[config.mk]
export PLATFORM = sky130hd
export DESIGN_NAME = fpec_top
export DESIGN_NICKNAME = d
export VERILOG_FILES = /design/src/hw/fpec_pkg.sv /design/src/hw/fpec_top.sv
export SDC_FILE = /design/constraint.sdc
export NUM_CORES = 2
export LEC_CHECK = 0
export ABC_AREA = 1
export BUFFER_PORTS_ARGS = -buffer_cell sky130_fd_sc_hd__buf_4
export CORE_ASPECT_RATIO = 1.5
export CORE_UTILIZATION = 35
export CTS_CLUSTER_SIZE = 8
export DETAILED_ROUTE_END_ITERATION = 6
export MAX_ROUTING_LAYER = met4
export SLEW_MARGIN = 20
export SYNTH_ARGS = -nofsm -noshare
export SYNTH_HDL_FRONTEND = slang
export SYNTH_SLANG_ARGS = --single-unit
[constraint.sdc]
create_clock -name sys_clk -period 2.6 [get_ports sys_clk]
set_input_delay 0.39 -clock sys_clk [delete_from_list [all_inputs] [get_ports sys_clk]]
set_output_delay 0.39 -clock sys_clk [all_outputs]
set_load 0.03 [all_outputs]
[src/hw/fpec_pkg.sv]
// Shared constants, encodings and carriers of the flash program/erase controller.
`default_nettype none
package fpec_pkg;
	// ==========================================================================
	// Register map and field layout
	localparam int APB_AW = 8;
	localparam logic [APB_AW-1:0] OFF_CTRL = 8'h00;
	localparam logic [APB_AW-1:0] OFF_KEY = 8'h04;
	localparam logic [APB_AW-1:0] OFF_ADDR_LO = 8'h08;
	localparam logic [APB_AW-1:0] OFF_ADDR_HI = 8'h0C;
	localparam int BIT_START = 15;
	localparam int BIT_PERMIT = 14;
	localparam int BIT_ERR = 13;
	localparam int BIT_SIDL = 12;
	localparam int BIT_SWAP = 11;
	localparam int BIT_P2 = 10;
	localparam int OP_LSB = 0;
	localparam int OP_W = 4;
	localparam int BYTE_W = 8;
	localparam logic [7:0] KEY_FIRST = 8'h55;
	localparam logic [7:0] KEY_SECOND = 8'hAA;
	localparam logic [1:0] BOOT_SINGLE = 2'h3;
	// ==========================================================================
	// Array geometry
	localparam int ADDR_W = 24;
	localparam int ROW_WORDS = 64;
	localparam int IDX_W = 6;
	localparam logic [IDX_W-1:0] ROW_LAST = 6'h3F;
	localparam logic [IDX_W-1:0] DWORD_LAST = 6'h01;
	localparam logic [ADDR_W-1:0] ADDR_STEP = 24'h000002;
	localparam logic [ADDR_W-1:0] ROW_MASK = 24'hFFFF80;
	localparam logic [ADDR_W-1:0] DWORD_MASK = 24'hFFFFFC;
	localparam logic [ADDR_W-1:0] PAGE_MASK = 24'hFFFC00;
	localparam logic [ADDR_W-1:0] FIXED_ADDR = 24'h000000;
	localparam int INACT_BIT = 22;
	localparam int CNT_W = 16;
	// ==========================================================================
	// Encodings
	typedef enum logic [3:0] {
		OP_DWORD = 4'h1,
		OP_ROW = 4'h2,
		OP_PAGE = 4'h3,
		OP_INACT = 4'h4,
		OP_CHIP = 4'hE
	} fpec_op_t;
	typedef enum logic [1:0] {
		SQ_IDLE = 2'b00,
		SQ_LOAD = 2'b01,
		SQ_TIME = 2'b10
	} fpec_seq_t;
	typedef enum logic [1:0] {
		KY_NONE = 2'b00,
		KY_FIRST = 2'b01,
		KY_ARMED = 2'b10
	} fpec_key_t;
	// ==========================================================================
	// Carriers and state
	typedef struct packed {
		logic valid;
		logic [IDX_W-1:0] idx;
		logic [ADDR_W-1:0] data;
	} fpec_tbl_t;
	typedef struct packed {
		logic we;
		logic erase;
		logic [OP_W-1:0] op;
		logic [ADDR_W-1:0] addr;
		logic [ADDR_W-1:0] data;
	} fpec_arr_t;
	typedef struct packed {
		logic [1:0] bm_meta;
		logic [1:0] bm;
		fpec_key_t key;
		logic start;
		logic permit;
		logic err;
		logic [OP_W-1:0] op;
		logic sidl;
		logic swap;
		logic p2;
		logic [15:0] addr_lo;
		logic [7:0] addr_hi;
		fpec_seq_t seq;
		logic [IDX_W-1:0] idx;
		logic [IDX_W-1:0] last;
		logic [ADDR_W-1:0] base;
		logic [CNT_W-1:0] cnt;
		logic tgt_inact;
		logic stall;
		logic pdown;
		logic [ROW_WORDS-1:0][ADDR_W-1:0] lat;
		fpec_arr_t arr;
		logic [31:0] prdata;
		logic pready;
		logic pslverr;
	} fpec_state_t;
	localparam fpec_state_t ST_RST = '0;
endpackage
`default_nettype wire

[src/hw/fpec_top.sv]
// Flash program/erase controller with unlock key, latches, sequencer and APB registers.
// Contract
// - Start bit 15 launches the chosen operation; hardware clears it at completion.
// - A running operation stalls the processor until it completes.
// - Dual partition: work on the inactive partition never stalls the processor.
// - The key register is write-only and only guards starting operations.
// - Target address held as a 16-bit low word and an 8-bit high byte.
// - Chip and inactive-partition erase use fixed locations, ignoring the address.
// - Permit bit 14 allows operations when 1, inhibits them when 0.
// - Error bit 13 set on improper sequence; reads 0 after normal completion.
// - Idle power-down bit 12 powers the array down in Idle when set.
// - Swap bit 11 reads 1 after a swap in dual mode, 0 otherwise.
// - Software can clear the swap bit; any reset clears it too.
// - Bit 10 shows partition 2 active in dual mode, reads 0 in single mode.
// - Control bits 9 to 4 read as zero.
// - Code 0010 programs a row, 0001 a double word; neither erases.
// - Code 0011 erases a page, 1110 erases the chip.
// - Chip erase spares identification, one-time area and executive memory.
// - Code 0100 erases the inactive partition, only in dual partition modes.
// - Any other operation code is unimplemented.
// - Start, permit, error and code fields reset only on power-on reset.
// - Rows hold 64 instructions; erase blocks span eight rows.
// - Table writes fill holding latches kept until programming runs.
`default_nettype none
module fpec_top
	import fpec_pkg::*;
#(
	parameter logic [CNT_W-1:0] ROW_PROG_CYC = 16'h0100,
	parameter logic [CNT_W-1:0] DWORD_PROG_CYC = 16'h0020,
	parameter logic [CNT_W-1:0] PAGE_ERASE_CYC = 16'h0400,
	parameter logic [CNT_W-1:0] CHIP_ERASE_CYC = 16'h0800
)
(
	// Clock and resets.
	input wire logic sys_clk,
	input wire logic nrst,
	input wire logic por_n,
	// APB slave.
	input wire logic [APB_AW-1:0] paddr,
	input wire logic psel,
	input wire logic penable,
	input wire logic pwrite,
	input wire logic [31:0] pwdata,
	input wire logic [3:0] pstrb,
	output logic [31:0] prdata,
	output logic pready,
	output logic pslverr,
	// Processor core side.
	input wire fpec_tbl_t tbl_wr,
	input wire logic swap_instr,
	input wire logic idle_entry,
	output logic cpu_stall,
	output logic array_power_down,
	// Boot strap pins.
	input wire logic [1:0] boot_partition_mode,
	// Flash array command.
	output fpec_arr_t arr_cmd
);
	// ==========================================================================
	// Elaboration checks
	if (ROW_PROG_CYC == '0 || DWORD_PROG_CYC == '0 || PAGE_ERASE_CYC == '0 || CHIP_ERASE_CYC == '0)
	begin : g_bad_time
		$error("Operation durations must be at least one cycle.");
	end

	// ==========================================================================
	// Helpers
	function automatic logic reg_hit(input logic [APB_AW-1:0] a, input logic [APB_AW-1:0] off);
		return a == off;
	endfunction

	function automatic logic [15:0] merge16(input logic [15:0] old, input logic [31:0] wd,
		input logic [3:0] st);
		logic [15:0] r;
		r = old;
		if (st[0])
		begin
			r[0 +: BYTE_W] = wd[0 +: BYTE_W];
		end
		if (st[1])
		begin
			r[BYTE_W +: BYTE_W] = wd[BYTE_W +: BYTE_W];
		end
		return r;
	endfunction

	function automatic logic op_valid(input logic [OP_W-1:0] op, input logic dual);
		logic ok;
		ok = 1'b0;
		case (op)
			OP_DWORD, OP_ROW, OP_PAGE, OP_CHIP: ok = 1'b1;
			OP_INACT: ok = dual;
			default: ok = 1'b0;
		endcase
		return ok;
	endfunction

	function automatic logic [CNT_W-1:0] op_time(input logic [OP_W-1:0] op);
		logic [CNT_W-1:0] t;
		t = CHIP_ERASE_CYC;
		case (op)
			OP_DWORD: t = DWORD_PROG_CYC;
			OP_ROW: t = ROW_PROG_CYC;
			OP_PAGE: t = PAGE_ERASE_CYC;
			default: t = CHIP_ERASE_CYC;
		endcase
		return t;
	endfunction

	// ==========================================================================
	// State
	fpec_state_t s_q;
	fpec_state_t s_d;
	logic dual;
	logic busy;
	logic setup;
	logic wr_acc;
	logic [15:0] ctrl_rd;
	logic [15:0] wv;
	logic [ADDR_W-1:0] tgt;

	always_comb
	begin
		s_d = s_q;
		wv = '0;
		// Boot mode is a strap from the pins; two stages before use.
		s_d.bm_meta = boot_partition_mode;
		s_d.bm = s_q.bm_meta;
		dual = s_q.bm != BOOT_SINGLE;
		busy = s_q.seq != SQ_IDLE;
		tgt = {s_q.addr_hi, s_q.addr_lo};
		ctrl_rd = '0;
		ctrl_rd[BIT_START] = s_q.start;
		ctrl_rd[BIT_PERMIT] = s_q.permit;
		ctrl_rd[BIT_ERR] = s_q.err;
		ctrl_rd[BIT_SIDL] = s_q.sidl;
		ctrl_rd[BIT_SWAP] = s_q.swap & dual;
		ctrl_rd[BIT_P2] = s_q.p2 & dual;
		ctrl_rd[OP_LSB +: OP_W] = s_q.op;
		s_d.arr.we = 1'b0;
		s_d.arr.erase = 1'b0;
		s_d.pready = 1'b0;
		s_d.pslverr = 1'b0;
		setup = psel && !penable;
		wr_acc = psel && penable && s_q.pready && pwrite;
		// Zero-wait slave: the answer is ready in the first access cycle.
		if (setup)
		begin
			s_d.pready = 1'b1;
			s_d.prdata = '0;
			if (reg_hit(paddr, OFF_CTRL))
			begin
				s_d.prdata[15:0] = ctrl_rd;
			end
			else if (reg_hit(paddr, OFF_KEY))
			begin
				s_d.prdata = '0;
			end
			else if (reg_hit(paddr, OFF_ADDR_LO))
			begin
				s_d.prdata[15:0] = s_q.addr_lo;
			end
			else if (reg_hit(paddr, OFF_ADDR_HI))
			begin
				s_d.prdata[7:0] = s_q.addr_hi;
			end
			else
			begin
				s_d.pslverr = 1'b1;
			end
		end
		// ======================================================================
		// Sequencer: latches stream out one word per cycle, then the self-timed wait.
		case (s_q.seq)
			SQ_LOAD:
			begin
				s_d.arr.we = 1'b1;
				s_d.arr.addr = s_q.base + ADDR_W'(s_q.idx) * ADDR_STEP;
				s_d.arr.data = s_q.lat[s_q.idx];
				s_d.idx = s_q.idx + 1'b1;
				if (s_q.idx == s_q.last)
				begin
					s_d.seq = SQ_TIME;
				end
			end
			SQ_TIME:
			begin
				s_d.cnt = s_q.cnt - 1'b1;
				if (s_q.cnt == CNT_W'(1))
				begin
					s_d.seq = SQ_IDLE;
					s_d.start = 1'b0;
				end
			end
			default:
			begin
				s_d.seq = SQ_IDLE;
			end
		endcase
		// ======================================================================
		// Register writes.
		if (wr_acc)
		begin
			if (reg_hit(paddr, OFF_KEY))
			begin
				// Only an unbroken 55h, AAh pair arms a start.
				if (pstrb[0] && pwdata[7:0] == KEY_FIRST)
				begin
					s_d.key = KY_FIRST;
				end
				else if (pstrb[0] && pwdata[7:0] == KEY_SECOND && s_q.key == KY_FIRST)
				begin
					s_d.key = KY_ARMED;
				end
				else
				begin
					s_d.key = KY_NONE;
				end
			end
			else
			begin
				s_d.key = KY_NONE;
				if (reg_hit(paddr, OFF_CTRL))
				begin
					wv = merge16(ctrl_rd, pwdata, pstrb);
					s_d.sidl = wv[BIT_SIDL];
					if (!wv[BIT_SWAP])
					begin
						s_d.swap = 1'b0;
					end
					if (!busy)
					begin
						s_d.op = wv[OP_LSB +: OP_W];
						s_d.permit = wv[BIT_PERMIT];
						if (wv[BIT_START] && pstrb[1])
						begin
							if (s_q.key == KY_ARMED && wv[BIT_PERMIT] && op_valid(wv[OP_LSB +: OP_W], dual))
							begin
								s_d.start = 1'b1;
								s_d.err = 1'b0;
								s_d.cnt = op_time(wv[OP_LSB +: OP_W]);
								s_d.idx = '0;
								s_d.arr.op = wv[OP_LSB +: OP_W];
								s_d.tgt_inact = dual && (wv[OP_LSB +: OP_W] == OP_INACT || tgt[INACT_BIT]);
								if (wv[OP_LSB +: OP_W] == OP_ROW)
								begin
									s_d.seq = SQ_LOAD;
									s_d.base = tgt & ROW_MASK;
									s_d.last = ROW_LAST;
								end
								else if (wv[OP_LSB +: OP_W] == OP_DWORD)
								begin
									s_d.seq = SQ_LOAD;
									s_d.base = tgt & DWORD_MASK;
									s_d.last = DWORD_LAST;
								end
								else
								begin
									s_d.seq = SQ_TIME;
									s_d.arr.erase = 1'b1;
									// The array spares its protected areas on a chip erase.
									s_d.arr.addr = (wv[OP_LSB +: OP_W] == OP_PAGE) ? (tgt & PAGE_MASK) : FIXED_ADDR;
								end
							end
							else
							begin
								s_d.err = 1'b1;
							end
						end
					end
				end
				else if (reg_hit(paddr, OFF_ADDR_LO))
				begin
					s_d.addr_lo = merge16(s_q.addr_lo, pwdata, pstrb);
				end
				else if (reg_hit(paddr, OFF_ADDR_HI) && pstrb[0])
				begin
					s_d.addr_hi = pwdata[7:0];
				end
			end
		end
		// ======================================================================
		// Core side: latches, swap and power.
		if (tbl_wr.valid)
		begin
			s_d.lat[tbl_wr.idx] = tbl_wr.data;
		end
		// A swap in the same cycle as a software clear wins.
		if (swap_instr && dual)
		begin
			s_d.swap = 1'b1;
			s_d.p2 = !s_q.p2;
		end
		s_d.pdown = idle_entry && s_q.sidl;
		s_d.stall = (s_d.seq != SQ_IDLE) && !s_d.tgt_inact;
		// The system reset leaves power-on-only fields and a running operation alone.
		if (!nrst)
		begin
			s_d.key = KY_NONE;
			s_d.sidl = 1'b0;
			s_d.swap = 1'b0;
			s_d.pdown = 1'b0;
			s_d.prdata = '0;
			s_d.pready = 1'b0;
			s_d.pslverr = 1'b0;
		end
	end

	always_ff @(posedge sys_clk)
	begin
		if (!por_n)
		begin
			s_q <= ST_RST;
		end
		else
		begin
			s_q <= s_d;
		end
	end

	assign prdata = s_q.prdata;
	assign pready = s_q.pready;
	assign pslverr = s_q.pslverr;
	assign cpu_stall = s_q.stall;
	assign array_power_down = s_q.pdown;
	assign arr_cmd = s_q.arr;
endmodule
`default_nettype wire

Word level (Yosys, flattened, before mapping):

Cells that the tools add are included.

* equality and inequality tests: 20
* order comparisons: 3
* add/subtract/negate cells: 3
* bitwise gates (word level): 12
* reduce and logical (&&, ||, !) cells: 39
* multiplexer cells: 72

Operator list (number)
* 1536-bit bitwise mux: 1
* 55-bit two-way mux: 6
* 24-bit two-way mux: 11
* 24-bit binary-select mux with 6-bit select: 1
* 24-bit demux with 6-bit select: 1
* 30-bit two-way mux: 2
* 8-bit two-way mux: 7
* 16-bit two-way mux: 3
* 48-bit two-way mux: 1
* 12-bit case mux with 3 select lines: 1
* 9-bit two-way mux: 3
* 24-bit by 7-bit adder with 24-bit output: 1
* 5-bit AND reduction: 4
* 1-bit two-way mux: 18
* 2-bit two-way mux: 9
* 16-bit by 1-bit == test with 1-bit output (second input constant): 1
* 8-bit by 4-bit == test with 1-bit output (second input constant): 2
* 1-bit logical AND: 16
* 4-bit two-way mux: 4
* 16-bit by 1-bit subtractor with 16-bit output (second input constant): 1
* 6-bit by 7-bit less-than comparator with 1-bit output (second input constant): 2
* 4-bit AND reduction: 3
* 1-bit inverter: 10
* 2-bit nonzero test: 5
* 29 further kinds: 36

* flip-flop bits (word level): 1705
* input bits: 85
* output and inout bits: 90
* logic and storage cells: 242

Logic depth before layout (Yosys ltp):

* depth after elaboration: 21
* depth in mapped cells: 15
* mapped depth without buffers: 15

Worst setup path before layout:

No wires, ideal clock.

* path kind: register to register
* start: register s_q[1674] (netlist name)
* end: register s_q (netlist bit arr_cmd[40])
* data arrival time: 1.779 ns
* stages on the path, launching flop included: 12
* clock period less this slack: 1.892 ns
* data required time: 2.487 ns
* buffers on the path: 0
* slack: 0.708 ns
* setup time: 0.113 ns
* path through: dfxtp_1 > ha_1 > inv_1 > fa_1 > o21ai_0 > nand3b_1 > nand2_1 > nand2_1 > nand2_1 > nand3_1 > nand3_1 > nand2_1

* longest elaborated chain between the ends: 10

Ends and longest elaborated chain
* start: declaration: line fpec_top.sv:112 `fpec_state_t s_q;`
* start signal: assignment: line fpec_top.sv:313 `s_q <= ST_RST;`
* start signal: assignment: line fpec_top.sv:317 `s_q <= s_d;`
* 24-bit by 7-bit adder with 24-bit output *: line fpec_top.sv:178 `s_d.arr.addr = s_q.base + ADDR_W'(s_q.idx) * ADDR_STEP;`
* 48-bit two-way mux *: line fpec_top.sv:174 `case (s_q.seq)`
* 24-bit two-way mux: line fpec_top.sv:251 `else if (wv[OP_LSB +: OP_W] == OP_DWORD)`
* 24-bit two-way mux: line fpec_top.sv:245 `if (wv[OP_LSB +: OP_W] == OP_ROW)`
* 24-bit two-way mux: line fpec_top.sv:237 `if (s_q.key == KY_ARMED && wv[BIT_PERMIT] && op_valid(wv[OP_LSB +: OP_W], dual))`
* 24-bit two-way mux: line fpec_top.sv:235 `if (wv[BIT_START] && pstrb[1])`
* 24-bit two-way mux: line fpec_top.sv:231 `if (!busy)`
* 24-bit two-way mux: line fpec_top.sv:223 `if (reg_hit(paddr, OFF_CTRL))`
* 24-bit two-way mux: line fpec_top.sv:204 `if (reg_hit(paddr, OFF_KEY))`
* 24-bit two-way mux *: line fpec_top.sv:202 `if (wr_acc)`

Every way passes the cells marked *; elsewhere a longest branch is shown, timed or not.
A chain may end at the register's enable or synchronous reset.

Worst setup path after layout:

* start: register s_q[1673] (netlist name)
* end: register s_q (netlist bit arr_cmd[7])

* longest elaborated chain between the ends: 2

Ends and longest elaborated chain
* 24-bit binary-select mux with 6-bit select: line fpec_top.sv:179 `s_d.arr.data = s_q.lat[s_q.idx];`
* 24-bit two-way mux (implied by the code): line fpec_top.sv:179

Every way passes these cells. The select of a mux whose other input is x is not followed.

==> results.py <==
metrics = {
    "hold_path": {
        "hold_class": "input pin to register",
    },
    "global_route": {
        "grt_pass1_wl_um": 411700,
        "grt_pass1_vias": 67410,
        "antenna_found_initial": 9,
        "grt_start_max_net_pins": 154,
        "grt_usage_pct": 24.23,
        "grt.overflow.total": 0,
    },
    "power": {
        "ir_worst_vdd_mv": 0.5527,
        "static-leakage-power_nw": 37.21,
        "powerDensity_nw_per_um2": 624.9,
    },
    "logic_synthesis": {
        "synth_edf_count": 0,
        "ys.flop_type": "dfxtp_1",
        "syn_avg_cell_area_um2": 6.722,
        "ys_ff_latch": 1699,
        "ys_warn_count": 0,
        "synthArstFlopShare_pct": 0,
        "yosysSeqAreaShare_pct": 43.72,
        "synthCells": 11570,
        "synth.distinct_cells": 45,
        "syn_area_um2": 77790,
    },
    "timing": {
        "finalSetupViolCount": 3,
        "setup_ws_ns": -0.06394,
        "timing.fmax_mhz": 375.4,
        "timing.final.crit_share_pct": 102.5,
        "fin_crit_ns": 2.664,
        "slew_viol_final": 0,
        "tns_ns": -0.1182,
        "clock_skew_ns": 0.07133,
        "tightest_slew_ns": 0.9577,
        "finalHoldViolCount": 0,
        "grt_setup_unrepaired": "true",
        "slew_headroom_pct": 35.76,
    },
    "clock_tree": {
        "clock_path_buffers": 4,
        "tritoncts": "yes",
        "path_clk_slew_ns": 0.06,
        "htreeDepth": 4,
        "cts_buffers": 239,
        "root_buffer": "clkbuf_16",
        "clk_latency_ns": 0.89,
        "cts_sinks": 1699,
    },
    "die": {
        "io_pins": 175,
        "num_rows": 211,
        "start_util_pct": 35.25,
        "dieArea_um2": 224200,
        "die_x_um": 386.9,
        "die_h_um": 579.4,
        "core-area_um2": 220700,
    },
    "final_layout": {
        "stdcell_count": 14270,
        "drive_above_1_share_pct": 8.019,
        "fin_nets": 11470,
        "syn2layout_area_growth_pct": 15.34,
        "n_fill_cell": 23020,
    },
    "route": {
        "viasPerCell": 5.080,
        "dr.pass1.iters": 7,
        "drc": 1,
        "drtIter0Drc": 5904,
        "routed_wl_um": 271500,
        "vias": 72480,
        "ant_nets": 0,
        "wl_per_cell_um": 19.03,
    },
    "setup_path": {
        "arrival_ns": 3.40,
        "cp-start-kind": "register",
        "crit_fanout": 34,
        "path_class": "register to register",
        "worst_setup_path_end_kind": "register",
        "required_ns": 3.33,
    },
    "place": {
        "place_inst": 13960,
        "dp.final_hpwl_um": 175800,
        "globalplace.congestion": 0.9020,
        "portBuffers": 140,
    },
    "status": {
        "status": "complete, but fails checks",
        "failed_checks": "DRC, setup timing",
    },
    "run": {
        "drv_cap": 0,
    },
}
critical path, stage by stage, from the launching register on:
cell,delay [ns]
dfxtp_4,0.35
buf_12,0.15
inv_16,0.22
buf_12,0.26
nand2_1,0.08
nand3_1,0.08
o21ai_1,0.09
nand2_1,0.10
nand2_1,0.12
o21ai_0,0.39
nand3_1,0.34
nor2_1,0.23
nor2_1,0.05
cell usage after synthesis, types with 11 or more instances:
master / count / area, um2
o21ai_0: 1778 / 8899
nand2_1: 2348 / 8813
ha_1: 11 / 137.6
inv_2: 27 / 101.4
nor2_2: 16 / 100.1
nand3_1: 492 / 2462
nand4_1: 22 / 137.6
o21ai_1: 35 / 175.2
nand2_2: 14 / 87.58
buf_2: 256 / 1281
clkbuf_1: 676 / 2537
buf_1: 36 / 135.1
nor2_1: 1147 / 4305
buf_4: 90 / 675.7
inv_1: 1321 / 4959
o211ai_1: 247 / 1854
nor3_1: 16 / 80.08
dfxtp_1: 1699 / 34010
a21oi_1: 1261 / 6311
per-layer routing:
layer  share of wire, %  track usage, %
met5                  0               -
met4                5.6           12.92
met3                5.1           2.708
met2                 49           41.29
met1                 41           27.93
registers in the layout (all words and copies together) (netlist names):
| name | flops |
|---|---|
| s_q | 1615 |
| arr_cmd | 54 |
| ctrl_rd | 8 |
| cpu_stall | 1 |
| s_d | 2 |
| prdata | 16 |
| pslverr | 1 |
| pready | 1 |
| array_power_down | 1 |
through the flow:
step / hold WS [ns] / worst slack, ns / cell area, um2 / power (mW) / utilization, %
2_1_floorplan: 0.3905 / 0.7079 / 77850 / 28.21 / -
4_1_cts: 0.001346 / 0.009351 / 89590 / 56.48 / 40.59
6_report: 0.01595 / -0.06394 / 89730 / 56.07 / 40.66
3_5_place_dp: 0.4048 / -0.1036 / 82980 / 29.14 / 37.60
5_1_grt: 0.04037 / -0.05640 / 89720 / 57.73 / 40.65
3_3_place_gp: 0.3993 / -0.07827 / 82980 / 29.12 / 37.60
cell families (layout without fill, tap and decap cells):
group	after synthesis	after routing	share of synthesized area, %
xor gates and xnor gates	16	16	0.1801
adders and majority gates	12	12	0.2026
AOI/OAI and AO/OA	3342	3342	22.35
buffers and inverters	2417	2214	12.57
other	1	24	0.004820
DFF	1699	1699	43.72
and+or+nand+nor	4086	4086	20.97
worst paths after layout:
| path | start | to | slack, ns | depth (start not counted) |
|---|---|---|---|---|
| setup / recovery | s_q[1673] | arr_cmd[7] | -0.06 | 12 |
| hold / removal | tbl_wr[7] | s_q[1199] | 0.02 | 3 |
| setup reg to reg | s_q[1673] | arr_cmd[7] | -0.06 | 12 |
| hold reg to reg | s_d[1717] | s_q[1717] | 0.41 | 2 |
final cells by class:
class	count	area [um2]	area share [%]
Antenna cell	8	20.02	0.02231
Timing Repair Buffer	611	6731	7.502
Tap cell	2875	3597	4.009
Clock buffer	244	6063	6.757
Clock inverter	5	56.30	0.06275
Inverter	1354	5120	5.706
Sequential cell	1699	34020	37.91
Multi-Input combinational cell	7472	34120	38.03
timing repair:
item	in CTS	in global routing
pin swaps	0	1
setup buffers	2	0
hold buffers	46	1
cloned	0	2
setup endpoints to repair	6	17
endpoints found under the hold margin	152	2
gates resized for setup	3	25
report_power, final:
group	switching (mW)	leakage (nW)	internal [mW]
registers	0.0557	13.7	26.3
clock network	11.3	3.01	16.1
logic	1.69	20.5	0.669
cell usage in the layout (no fill, tap or decap), drive strengths merged, types with 3 or more instances in the layout:
cell type,synthesis,final
a211oi,10,10
xnor2,6,6
nand3,498,498
nor4,3,3
diode,0,8
o21ai,1813,1813
dfxtp,1699,1699
clkbuf,676,246
or2,5,5
nor2,1168,1168
xor2,10,10
nand2,2364,2364
conb,1,16
nand4,25,25
ha,11,11
clkinvlp,0,3
nand3b,3,3
clkinv,3,4
dlygate4sd3,0,47
a31oi,6,6
inv,1351,1352
o211ai,247,247
buf,387,562
a21oi,1261,1261
nor3,19,19
Power figures use the tool's default switching activity.
